**config.mk**
```make
export PLATFORM = sky130hd
export DESIGN_NAME = pom_mux
export DESIGN_NICKNAME = d
export VERILOG_FILES = /design/src/pkg/pom_pkg.sv /design/src/logic/pom_mux.sv
export SDC_FILE = /design/constraint.sdc
export NUM_CORES = 1
export LEC_CHECK = 0
export ABC_CLOCK_PERIOD_IN_PS = 1160
export BUFFER_PORTS_ARGS = -buffer_cell sky130_fd_sc_hd__buf_2
export CAP_MARGIN = 40
export CORE_ASPECT_RATIO = 1.1
export CORE_MARGIN = 1
export CORE_UTILIZATION = 39
export DETAILED_ROUTE_END_ITERATION = 16
export PLACE_DENSITY = 0.74
export SLEW_MARGIN = 10
export SYNTH_ARGS = -nofsm -noshare
export SYNTH_HDL_FRONTEND = slang
export SYNTH_SLANG_ARGS = --single-unit
export TNS_END_PERCENT = 10
```
**constraint.sdc**
```tcl
create_clock -name mclk -period 1.16 [get_ports mclk]
set_clock_uncertainty 0.2 [all_clocks]
set_input_delay 0.116 -clock mclk [delete_from_list [all_inputs] [get_ports mclk]]
set_output_delay 0.116 -clock mclk [all_outputs]
set_load 0.1 [all_outputs]
```
**src/pkg/pom_pkg.sv**
```systemverilog
// Register map, field positions and reset values for the port 1 override mux
package pom_pkg;
  localparam logic [7:0] OVR_OFFSET       = 8'hDD;
  localparam logic [7:0] REGCFG_OFFSET    = 8'hDE;
  localparam logic [7:0] OVR_RESET        = 8'h00;
  localparam logic [7:0] REGCFG_RESET     = 8'h00;
  // Reserved bits 7:6 and 2 of the regulator register read as zero
  localparam logic [7:0] REGCFG_MASK      = 8'h3B;
  localparam int         P0_EN_BIT        = 0;
  localparam int         P0_SEL_BIT       = 1;
  localparam int         P2_EN_BIT        = 2;
  localparam int         P2_SEL_BIT       = 3;
  localparam int         P4_EN_BIT        = 4;
  localparam int         P4_SEL_BIT       = 5;
  localparam int         P6_EN_BIT        = 6;
  localparam int         P6_SEL_BIT       = 7;
  localparam int         LEVEL_LSB        = 3;
  localparam int         LEVEL_MSB        = 5;
  localparam int         PUMP_LSB         = 0;
  localparam int         PUMP_MSB         = 1;
endpackage

```
**src/logic/pom_mux.sv**
```systemverilog
// Port 1 output override multiplexer with its regulator configuration register
//
// Functional notes
// Pin 6 enable routes selected source out
// Pin 6 select: timer or 32k clock
// Pin 4 select: relaxation osc or comparator1
// Pin 4 enable routes selected source out
// Pin 2 select: system clock or touch signal
// Pin 2 enable routes selected source out
// Pin 0 select: sleep tick or comparator0
// Pin 0 enable routes selected source out
// Enabled override beats other pin functions
// Software sets drive modes before overriding
// Software picks pump clock by system clock rate
// Three-bit level field picks regulator level
// Software writes zero to reserved bits
// Reset clears every enable and select
//
// Local design decision: the plain strobed port.
`timescale 1ns/1ps
module pom_mux
(
  input  wire logic       mclk,
  input  wire logic       sys_rst,
  input  wire logic [7:0] reg_addr,
  input  wire logic [7:0] reg_wdata,
  input  wire logic       reg_wr,
  input  wire logic       reg_rd,
  output logic      [7:0] reg_rdata,
  input  wire logic       timer_output,
  input  wire logic       slow_32k_clock,
  input  wire logic       relax_osc_out,
  input  wire logic       comparator1_output,
  input  wire logic       comparator0_output,
  input  wire logic       sleep_interrupt_tick,
  input  wire logic       main_system_clock,
  input  wire logic       touch_sense_output,
  input  wire logic       touch_sense_clock,
  input  wire logic       touch_clock_pick,
  input  wire logic [7:0] port1_func_data,
  input  wire logic [7:0] port1_func_oe,
  output logic      [7:0] port1_out,
  output logic      [7:0] port1_oe,
  output logic      [2:0] regulator_level,
  output logic      [1:0] pump_clock_sel
);
  import pom_pkg::*;

  // ************************************************************
  // Register file
  // ************************************************************
  logic [7:0] ovr_reg;
  logic [7:0] ovr_next;
  logic [7:0] cfg_reg;
  logic [7:0] cfg_next;
  logic [7:0] rdata_reg;
  logic [7:0] rdata_next;

  // A write strobe aimed at one register offset
  function automatic logic write_hits
  (
    input logic       wr,
    input logic [7:0] addr,
    input logic [7:0] offset
  );
    return wr && (addr == offset);
  endfunction

  always_comb
  begin
    ovr_next   = ovr_reg;
    cfg_next   = cfg_reg;
    rdata_next = 8'h00;
    if (write_hits(reg_wr, reg_addr, OVR_OFFSET))
    begin
      ovr_next = reg_wdata;
    end
    // level field stored
    if (write_hits(reg_wr, reg_addr, REGCFG_OFFSET))
    begin
      cfg_next = reg_wdata & REGCFG_MASK;
    end
    if (reg_rd)
    begin
      case (reg_addr)
        OVR_OFFSET:    rdata_next = ovr_reg;
        REGCFG_OFFSET: rdata_next = cfg_reg;
        default:       rdata_next = 8'h00;
      endcase
    end
  end

  // cleared at reset
  always_ff @(posedge mclk)
  begin
    if (sys_rst)
    begin
      ovr_reg   <= OVR_RESET;
      cfg_reg   <= REGCFG_RESET;
      rdata_reg <= 8'h00;
    end
    else
    begin
      ovr_reg   <= ovr_next;
      cfg_reg   <= cfg_next;
      rdata_reg <= rdata_next;
    end
  end

  // ************************************************************
  // Pin multiplexer
  // ************************************************************
  // Outputs are registered, so each pin lags its source by one mclk;
  // clocks faster than mclk/2 cannot be passed faithfully.
  logic [7:0] pout_reg;
  logic [7:0] pout_next;
  logic [7:0] poe_reg;
  logic [7:0] poe_next;
  logic [3:0] ovr_en;
  logic [3:0] ovr_val;

  always_comb
  begin
    ovr_en  = {ovr_reg[P6_EN_BIT], ovr_reg[P4_EN_BIT],
               ovr_reg[P2_EN_BIT], ovr_reg[P0_EN_BIT]};
    // pin 0 source
    ovr_val[0] = ovr_reg[P0_SEL_BIT] ? comparator0_output : sleep_interrupt_tick;
    // pin 2 source
    ovr_val[1] = ovr_reg[P2_SEL_BIT]
               ? (touch_clock_pick ? touch_sense_clock : touch_sense_output)
               : main_system_clock;
    // pin 4 source
    ovr_val[2] = ovr_reg[P4_SEL_BIT] ? comparator1_output : relax_osc_out;
    // pin 6 source
    ovr_val[3] = ovr_reg[P6_SEL_BIT] ? slow_32k_clock : timer_output;
    pout_next  = port1_func_data;
    poe_next   = port1_func_oe;
    // R4: R6: R8: enables gate override
    // override wins over function
    for (int i = 0; i < 4; i++)
    begin
      if (ovr_en[i])
      begin
        pout_next[2*i] = ovr_val[i];
        poe_next[2*i]  = 1'h1;
      end
    end
  end

  always_ff @(posedge mclk)
  begin
    if (sys_rst)
    begin
      pout_reg <= 8'h00;
      poe_reg  <= 8'h00;
    end
    else
    begin
      pout_reg <= pout_next;
      poe_reg  <= poe_next;
    end
  end

  assign port1_out       = pout_reg;
  assign port1_oe        = poe_reg;
  assign reg_rdata       = rdata_reg;
  assign regulator_level = cfg_reg[LEVEL_MSB:LEVEL_LSB];
  assign pump_clock_sel  = cfg_reg[PUMP_MSB:PUMP_LSB];

  // ************************************************************
  // Checks
  // ************************************************************
  // Pin 6: timer output or slow clock; pins show reset values in the cycle after reset
  chk_pin6_timer: assert property (@(posedge mclk) disable iff (sys_rst)
    !$past(sys_rst) && $past(ovr_reg[P6_EN_BIT]) && !$past(ovr_reg[P6_SEL_BIT])
    |-> port1_out[6] == $past(timer_output))
    else $error("pin 6 timer select wrong");
  chk_pin6_slowclk: assert property (@(posedge mclk) disable iff (sys_rst)
    !$past(sys_rst) && $past(ovr_reg[P6_EN_BIT]) && $past(ovr_reg[P6_SEL_BIT])
    |-> port1_out[6] == $past(slow_32k_clock))
    else $error("pin 6 slow clock select wrong");
  chk_pin6_route: assert property (@(posedge mclk) disable iff (sys_rst)
    !$past(sys_rst) && $past(ovr_reg[P6_EN_BIT])
    |-> port1_oe[6])
    else $error("pin 6 override not driven");
  chk_pin6_off_data: assert property (@(posedge mclk) disable iff (sys_rst)
    !$past(sys_rst) && !$past(ovr_reg[P6_EN_BIT])
    |-> port1_out[6] == $past(port1_func_data[6]))
    else $error("pin 6 override data leaked");
  chk_pin6_off_oe: assert property (@(posedge mclk) disable iff (sys_rst)
    !$past(sys_rst) && !$past(ovr_reg[P6_EN_BIT])
    |-> port1_oe[6] == $past(port1_func_oe[6]))
    else $error("pin 6 override enable leaked");

  // Pin 4: relaxation oscillator or comparator 1
  chk_pin4_relax: assert property (@(posedge mclk) disable iff (sys_rst)
    !$past(sys_rst) && $past(ovr_reg[P4_EN_BIT]) && !$past(ovr_reg[P4_SEL_BIT])
    |-> port1_out[4] == $past(relax_osc_out))
    else $error("pin 4 oscillator select wrong");
  chk_pin4_src: assert property (@(posedge mclk) disable iff (sys_rst)
    !$past(sys_rst) && $past(ovr_reg[P4_EN_BIT]) && $past(ovr_reg[P4_SEL_BIT])
    |-> port1_out[4] == $past(comparator1_output))
    else $error("pin 4 comparator select wrong");
  chk_pin4_drive: assert property (@(posedge mclk) disable iff (sys_rst)
    !$past(sys_rst) && $past(ovr_reg[P4_EN_BIT])
    |-> port1_oe[4])
    else $error("pin 4 override not driven");
  chk_pin4_off: assert property (@(posedge mclk) disable iff (sys_rst)
    !$past(sys_rst) && !$past(ovr_reg[P4_EN_BIT])
    |-> port1_oe[4] == $past(port1_func_oe[4]))
    else $error("pin 4 override leaked");
  chk_pin4_off_data: assert property (@(posedge mclk) disable iff (sys_rst)
    !$past(sys_rst) && !$past(ovr_reg[P4_EN_BIT])
    |-> port1_out[4] == $past(port1_func_data[4]))
    else $error("pin 4 override data leaked");

  // Pin 2: system clock, or a touch-sense signal picked inside this block by touch_clock_pick
  chk_pin2_src: assert property (@(posedge mclk) disable iff (sys_rst)
    !$past(sys_rst) && $past(ovr_reg[P2_EN_BIT]) && !$past(ovr_reg[P2_SEL_BIT])
    |-> port1_out[2] == $past(main_system_clock))
    else $error("pin 2 system clock select wrong");
  chk_pin2_touch_out: assert property (@(posedge mclk) disable iff (sys_rst)
    !$past(sys_rst) && $past(ovr_reg[P2_EN_BIT]) && $past(ovr_reg[P2_SEL_BIT])
      && !$past(touch_clock_pick)
    |-> port1_out[2] == $past(touch_sense_output))
    else $error("pin 2 touch output select wrong");
  chk_pin2_touch_clk: assert property (@(posedge mclk) disable iff (sys_rst)
    !$past(sys_rst) && $past(ovr_reg[P2_EN_BIT]) && $past(ovr_reg[P2_SEL_BIT])
      && $past(touch_clock_pick)
    |-> port1_out[2] == $past(touch_sense_clock))
    else $error("pin 2 touch clock select wrong");
  chk_pin2_drive: assert property (@(posedge mclk) disable iff (sys_rst)
    !$past(sys_rst) && $past(ovr_reg[P2_EN_BIT])
    |-> port1_oe[2])
    else $error("pin 2 override not driven");
  chk_pin2_off: assert property (@(posedge mclk) disable iff (sys_rst)
    !$past(sys_rst) && !$past(ovr_reg[P2_EN_BIT])
    |-> port1_out[2] == $past(port1_func_data[2]))
    else $error("pin 2 override leaked");
  chk_pin2_off_oe: assert property (@(posedge mclk) disable iff (sys_rst)
    !$past(sys_rst) && !$past(ovr_reg[P2_EN_BIT])
    |-> port1_oe[2] == $past(port1_func_oe[2]))
    else $error("pin 2 override enable leaked");

  // Pin 0: sleep tick or comparator 0
  chk_pin0_sleep: assert property (@(posedge mclk) disable iff (sys_rst)
    !$past(sys_rst) && $past(ovr_reg[P0_EN_BIT]) && !$past(ovr_reg[P0_SEL_BIT])
    |-> port1_out[0] == $past(sleep_interrupt_tick))
    else $error("pin 0 sleep tick select wrong");
  chk_pin0_src: assert property (@(posedge mclk) disable iff (sys_rst)
    !$past(sys_rst) && $past(ovr_reg[P0_EN_BIT]) && $past(ovr_reg[P0_SEL_BIT])
    |-> port1_out[0] == $past(comparator0_output))
    else $error("pin 0 comparator select wrong");
  chk_pin0_drive: assert property (@(posedge mclk) disable iff (sys_rst)
    !$past(sys_rst) && $past(ovr_reg[P0_EN_BIT])
    |-> port1_oe[0])
    else $error("pin 0 override not driven");
  chk_pin0_off: assert property (@(posedge mclk) disable iff (sys_rst)
    !$past(sys_rst) && !$past(ovr_reg[P0_EN_BIT])
    |-> port1_oe[0] == $past(port1_func_oe[0]))
    else $error("pin 0 override leaked");
  chk_pin0_off_data: assert property (@(posedge mclk) disable iff (sys_rst)
    !$past(sys_rst) && !$past(ovr_reg[P0_EN_BIT])
    |-> port1_out[0] == $past(port1_func_data[0]))
    else $error("pin 0 override data leaked");

  // Precedence over other functions; odd pins are never touched
  chk_odd_pass: assert property (@(posedge mclk) disable iff (sys_rst)
    !$past(sys_rst)
    |-> port1_out[1] == $past(port1_func_data[1]) && port1_out[3] == $past(port1_func_data[3])
      && port1_out[5] == $past(port1_func_data[5]) && port1_out[7] == $past(port1_func_data[7])
      && port1_oe[1] == $past(port1_func_oe[1]) && port1_oe[3] == $past(port1_func_oe[3])
      && port1_oe[5] == $past(port1_func_oe[5]) && port1_oe[7] == $past(port1_func_oe[7]))
    else $error("odd pin disturbed");
  chk_ovr_wins: assert property (@(posedge mclk) disable iff (sys_rst)
    !$past(sys_rst) && $past(ovr_reg[P2_EN_BIT]) && !$past(ovr_reg[P2_SEL_BIT])
      && $past(port1_func_oe[2]) && $past(port1_func_data[2]) != $past(main_system_clock)
    |-> port1_out[2] != $past(port1_func_data[2]))
    else $error("pin 2 function beat the override");

  // Register writes, read-back and reset
  chk_level_write: assert property (@(posedge mclk) disable iff (sys_rst)
    reg_wr && reg_addr == REGCFG_OFFSET
    |=> regulator_level == $past(reg_wdata[LEVEL_MSB:LEVEL_LSB]))
    else $error("level field not written");
  chk_pump_write: assert property (@(posedge mclk) disable iff (sys_rst)
    reg_wr && reg_addr == REGCFG_OFFSET
    |=> pump_clock_sel == $past(reg_wdata[PUMP_MSB:PUMP_LSB]))
    else $error("pump clock field not written");
  chk_cfg_reserved: assert property (@(posedge mclk) disable iff (sys_rst)
    reg_rd && reg_addr == REGCFG_OFFSET
    |=> (reg_rdata & ~REGCFG_MASK) == 8'h00)
    else $error("reserved regulator bits read nonzero");
  chk_ovr_write: assert property (@(posedge mclk) disable iff (sys_rst)
    reg_wr && reg_addr == OVR_OFFSET
    |=> ovr_reg == $past(reg_wdata))
    else $error("override register not written");
  chk_ovr_hold: assert property (@(posedge mclk) disable iff (sys_rst)
    !(reg_wr && reg_addr == OVR_OFFSET)
    |=> ovr_reg == $past(ovr_reg))
    else $error("override register changed without a write");
  chk_read_ovr: assert property (@(posedge mclk) disable iff (sys_rst)
    reg_rd && reg_addr == OVR_OFFSET
    |=> reg_rdata == $past(ovr_reg))
    else $error("override read-back wrong");
  chk_read_cfg: assert property (@(posedge mclk) disable iff (sys_rst)
    reg_rd && reg_addr == REGCFG_OFFSET
    |=> reg_rdata == $past(cfg_reg))
    else $error("regulator read-back wrong");
  chk_rdata_idle: assert property (@(posedge mclk) disable iff (sys_rst)
    !reg_rd
    |=> reg_rdata == 8'h00)
    else $error("read data outside its cycle");
  chk_reset_clear: assert property (@(posedge mclk)
    sys_rst
    |=> ovr_reg == OVR_RESET && cfg_reg == REGCFG_RESET
      && port1_out == 8'h00 && port1_oe == 8'h00 && reg_rdata == 8'h00)
    else $error("override not cleared by reset");
endmodule

```
==> summary.md, run 1 <==
| Metric | Value |
|---|---|
| Worst slack, placed | -197 ps |
| CTS Buf Count | 5 |
| Met3 track demand over resource | around 5.4% |
| Post-DP Area | 0.00228 sq mm |
| CP Capture Type | primary output |
| Fmax | between 0.8 and 0.9 GHz |
| DRT Pass-1 Iters | 4 |
| First-pass GRT wire length | just under 7000 um |
| Syn-to-layout area delta | 97.4% |
| Syn. warnings | 0 |
| Total global-route track usage | 25.2% |
| DP HPWL | approximately 2800 um |
| Buf/Inv on CP | 1 |
| N_diodes | 0 |
| Slowest CP cell | dfxtp_4 |
| Final ANT Viol Nets | 0 |
| Largest net degree at the start of global routing | 25 |
| Clk buf depth | 2 |
| P_leak | around 1.2 nW |
| Io pins | between 70 and 80 |
| Synth area leaders | dfxtp_1, mux2i_1, nand2b_1 |
| Final instance area | approximately 0.0027 sq mm |
| Die X | 58.8 um |
| Root Driver | clkbuf_4 |
| Worst min path class | in2reg |
| CTS H-tree lvls | 2 |
| Placed cells | 255 |
| Gate Count Post-Synth | about 130 |
| CP max FO | 2 |
| Synthesized area per cell | around 11 sq um |
| Fillcell total | 195 |
| Worst path max stage delay | 380 ps |
| Die Area | between 0.003 and 0.004 sq mm |
| # clock sinks | 37 |
| Crit path kind | reg2out |
| Total grt overflow | 0 |
| Routed vias/inst | approximately 4.8 |
| Async SR Flop Fraction | 0% |
| Initial antenna violation count | 0 |
| Met2 usage | 47.9% |
| Initial Utilization | 41.2% |
| Wire per inst | about 15 um |
| Slew headroom | 83.3% |
| Worst EP arrival | around 900 ps |
| Tightest Pin Transition | approximately 250 ps |
| Final setup viols | 30 |
| Final net count | around 300 |
| Synthesized Nets | 177 |
| Drt drc | 0 |
| Max Cap Violations | 0 |
| Share of the synthesized area in the top cell type | a little over half |
| Post-synth EDFFs | 0 |
| Unique masters post-synth | 19 |
| Layout Cells excl Fill | between 200 and 300 |
| Yosys top cell by area | dfxtp_1 |
| Peak supply drop | 0.000747 V |
| Seq cells post-synth | 37 |
| Failing checks | negative hold slack, negative setup slack |
| Proportion of layout cells with a drive suffix above 1 | 51.2% |
| Startpoint Class | register |
| Outcome | finished with violations |
| Ys flop type | dfxtp_1 |
| Minimum clock period | roughly 1200 ps |
| Placer congestion estimate | around 0.74 |
| Worst skew pair latency | 330 ps |
| CP required | approximately 840 ps |
| Std-Cell Rows | 22 |
| Final WS setup | -48.7 ps |
| Critical path cell sequence | buf_12 |
| Final wirelength | around 4600 um |
| Final Hold Fails | 1 |
| Synth top cells by count | dfxtp_1, nand2b_1, nor2_1 |
| CTS tree | yes |
| Unrepaired setup endpoints after global routing | true |
| IO buf count | 74 |
| Vias in the first global route | around 1500 |
| Sequential cell area fraction in the yosys report | between 50% and 60% |
| DR iter-0 viols | 47 |
| Met1 global-route usage | about a quarter |
| Grt peak-use layer | met2 |
| Mapped Area | 0.00139 sq mm |
| Crit path max-delay family | flip-flops |
| DR vias | roughly 1400 |
| Fin Hold WS | -36.6 ps |
| Post-layout util | 81.4% |
| Max Slew Vio Count | 0 |
| Pwr/cell area | roughly 960 mW/mm^2 |
| Register area | a little under 800 sq um |
| Core region area | roughly 0.0034 sq mm |
| CTS clk-pin slew, worst paths | approximately 100 ps |
| Die height | ~65 um |
| Area occupied by multi-input gates | between 600 and 700 sq um |
| Top-count cell post-synth | dfxtp_1 |
| Final Cycle Share | 104% |
[kinds of logic after synthesis]
family	count (synthesis)	share of synthesized area (%)
AND/OR/NAND/NOR	60	25.1
multiplexers	17	12.3
AO/OA/AOI/OAI	10	5.42
buffers and inverters	7	3.70
flip-flops	37	53.5
[repair_timing]
action | 4_1_cts | 5_1_grt
gates resized for setup | 25 | 2
hold buffers | 33 | 1
setup endpoints to repair | 29 | 34
hold endpoints to repair | 29 | 4
cloned | 0 | 0
buffers inserted | 3 | 0
[cell type report]
| class | instances | area share [%] |
|---|---|---|
| clock buffers | 7 | 2.01 |
| flip-flops and latches | 37 | 28.8 |
| multi-input cells | 87 | 22.2 |
| well taps | 48 | 2.20 |
| repair buffers | 119 | 44.9 |
[where the power goes]
part           internal (mW)  leakage (nW)  switching (mW)
clock network          0.286        0.0314           0.396
logic                  0.292         0.844           0.331
registers               1.30         0.315          0.0260
total                   1.88          1.19           0.754
[cells in the final DEF, fill, tap and decap left out, types with 4 or more instances in the layout]
master	instances
a22oi_1	5
dfxtp_4	4
nor2b_1	10
buf_4	12
mux2i_1	17
buf_2	45
nand2b_1	20
dlygate4sd3_1	33
dfxtp_2	25
dfxtp_1	8
buf_12	29
clkbuf_4	5
nor2_1	18
[through the flow]
stage | TNS (ps) | power [mW]
6_report | -599 | 2.63
5_1_grt | -1480 | 2.73
4_1_cts | -920 | 2.63
3_5_place_dp | -1630 | 1.87
3_3_place_gp | -969 | 1.86
2_1_floorplan | -1520 | 1.63
[per-layer routing]
metal | share of wire [%] | vias up | wire [um]
li1 | - | 680 | -
met1 | 35 | 666 | 1600
met2 | 55 | 72 | 2520
met3 | 6.1 | 14 | 279
met4 | 3.6 | 0 | 164
met5 | 0 | - | 0
[path summary, 6_finish.rpt]
| check | endpoint | startpoint | depth (start not counted) | slack (ps) |
|---|---|---|---|---|
| worst max register to register | port1_out[4] | ovr_reg[5] | 2 | 60 |
| worst min-delay path | ovr_reg[2] | sys_rst | 3 | -40 |
| worst max-delay path | pump_clock_sel[1] | cfg_reg[1] | 1 | -50 |
| worst min register to register | cfg_reg[3] | cfg_reg[3] | 2 | 330 |
Note: power is estimated with default switching activity, not from simulation.
==> run 2: changes to the inputs <==
--- a/config.mk
+++ b/config.mk
@@ -13,6 +13,7 @@
 export CORE_UTILIZATION = 39
 export DETAILED_ROUTE_END_ITERATION = 16
 export PLACE_DENSITY = 0.74
+export REMOVE_ABC_BUFFERS = 1
 export SLEW_MARGIN = 10
 export SYNTH_ARGS = -nofsm -noshare
 export SYNTH_HDL_FRONTEND = slang
==> run 2 against run 1 <==
Effect of this change: the run still ends with negative hold slack, negative setup slack left; global-route usage down 0.62 points; sequential power is essentially flat; utilization fell by 0.60 points; cell count decreased by 0.34%; maximum frequency down 1.2%; total power fell by 0.98%; via count fell by 3.1%; sequential share of layout area increased by 0.21 points; worst setup slack lost 15 ps; register-to-register slack better by 30 ps.
==> summary.md, run 2 (synthesis results as in run 1) <==
| Metric | Value |
|---|---|
| Outcome | finished with violations |
| Failing checks | negative hold slack, negative setup slack |
| Fillcell total | 209 (+7.2%) |
| Placed cells | 253 (-0.78%) |
| Total global-route track usage | 24.6% (-0.62 points) |
| CTS H-tree lvls | 2 (unchanged) |
| Critical path depth | 1 (unchanged) |
| Tightest Pin Transition | 335 ps (+85.1 ps) |
| Critical path cell sequence | buf_12 |
| Final setup viols | 29 (-3.3%) |
| Io pins | 75 (unchanged) |
| Pwr/cell area | 959 mW/mm^2 (-0.24%) |
| Worst path max stage delay | 390 ps (about the same) |
| DP HPWL | 2720 um (-1.4%) |
| Worst EP arrival | 910 ps (+20 ps) |
| First-pass GRT wire length | 6870 um (-1.2%) |
| Unrepaired setup endpoints after global routing | true |
| Root Driver | clkbuf_4 |
| DRT Pass-1 Iters | 4 (unchanged) |
| Proportion of layout cells with a drive suffix above 1 | 51.8% (+0.61 points) |
| Die Area | 0.00379 sq mm (unchanged) |
| Crit path max-delay family | flip-flops |
| Final ANT Viol Nets | 0 (unchanged) |
| Max Slew Vio Count | 0 (unchanged) |
| Commonest non-fill, non-tap cell in the layout | buf_2 |
| CTS Buf Count | 5 (unchanged) |
| Final net count | 294 (-0.68%) |
| Fmax | 0.817 GHz (-1.2%) |
| Buf/Inv on CP | 1 (unchanged) |
| N_diodes | 0 (unchanged) |
| Worst skew pair latency | 350 ps (+20 ps) |
| Most frequent cells in the layout | buf_2, dlygate4sd3_1, buf_12 |
| Std-Cell Rows | 22 (unchanged) |
| Wire per inst | 14.2 um (-7.0%) |
| Fin Hold WS | -21.1 ps (+15.4 ps) |
| Startpoint Class | register |
| Die height | 64.5 um (unchanged) |
| DR vias | 1388 (-3.1%) |
| CP max FO | 2 (unchanged) |
| # clock sinks | 37 (unchanged) |
| Peak supply drop | 0.000920 V (+23%) |
| Largest net degree at the start of global routing | 18 (-28%) |
| Post-DP Area | 0.00225 sq mm (-1.2%) |
| Core region area | 0.00336 sq mm (unchanged) |
| Total grt overflow | 0 (unchanged) |
| Worst min path class | in2reg |
| Minimum clock period | 1220 ps (+15.2 ps) |
| Syn-to-layout area delta | 95.9% |
| CP Capture Type | primary output |
| Max Cap Violations | 0 (unchanged) |
| WHS Path Cells | 3 (unchanged) |
| P_leak | 1.18 nW (-1.1%) |
| Final TNS setup | -910 ps (-311 ps) |
| DR iter-0 viols | 31 (-34%) |
| R2r setup slk | 90 ps (+30 ps) |
| Final Cycle Share | 106% (+1.3 points) |
| Placer congestion estimate | 0.733 (-1.1%) |
| Final Hold Fails | 3 (+2) |
| Die X | 58.8 um (unchanged) |
| IO buf count | 74 (unchanged) |
| Initial antenna violation count | 0 (unchanged) |
| Crit path kind | reg2out |
| CP required | 840 ps (about the same) |
| CTS clk-pin slew, worst paths | 120 ps (+20 ps) |
| Slowest CP cell | dfxtp_4 |
| Drt drc | 0 (unchanged) |
| Post-layout util | 80.8% (-0.60 points) |
| Slew headroom | 77.6% (-5.7 points) |
| Initial Utilization | 41.2% (unchanged) |
| Final instance area | 0.00271 sq mm (-0.73%) |
| Vias in the first global route | 1502 (-0.53%) |
| Worst slack, placed | -277 ps (-79.8 ps) |
| Final wirelength | 4230 um (-7.4%) |
| Layout Cells excl Fill | 297 (-0.34%) |
| CTS tree | yes |
| Clk buf depth | 2 (unchanged) |
| Routed vias/inst | 4.67 (-2.7%) |
| Design Power | 2.60 mW (-0.98%) |
| Final WS setup | -63.9 ps (-15.2 ps) |
| Worst R2R Path Depth | 3 (+1) |
-- run 2: final timing paths --
check,start,endpoint
max,cfg_reg[0],pump_clock_sel[0]
min,sys_rst,port1_oe[2]
max reg2reg,cfg_reg[5],reg_rdata[5]
min reg2reg,ovr_reg[7],ovr_reg[7]
-- run 2: cell type report --
cell class                      count  area, sq um  share of cell area (%)
Clock buffer                        5         37.5                    1.38
Clock inverter                      3         17.5                   0.645
Multi-Input combinational cell     87          603                    22.2
Sequential cell                    37          787                    29.0
Tap cell                           48         60.1                    2.21
Timing Repair Buffer              117         1210                    44.5
-- run 2: per-layer routing --
metal  track usage (%)  vias up  part of all wire [%]
met1              24.7      634                    38
met2              47.4       69                    54
li1                  -      676                     -
met3              7.58        9                   6.7
met5                 0        -                     0
met4              6.25        0                   1.7
-- run 2: timing repair --
action	4_1_cts	5_1_grt
hold buffers	33	0
endpoints found under the hold margin	29	0
setup buffers	4	0
endpoints found under the setup margin	29	31
gates resized for setup	33	2
-- run 2: report_power, final --
| part | switching (mW) | total [mW] | internal (mW) |
|---|---|---|---|
| combinational | 0.326 | 0.616 | 0.289 |
| sequential | 0.0251 | 1.32 | 1.30 |
| clock | 0.438 | 0.666 | 0.228 |
| total | 0.789 | 2.60 | 1.81 |
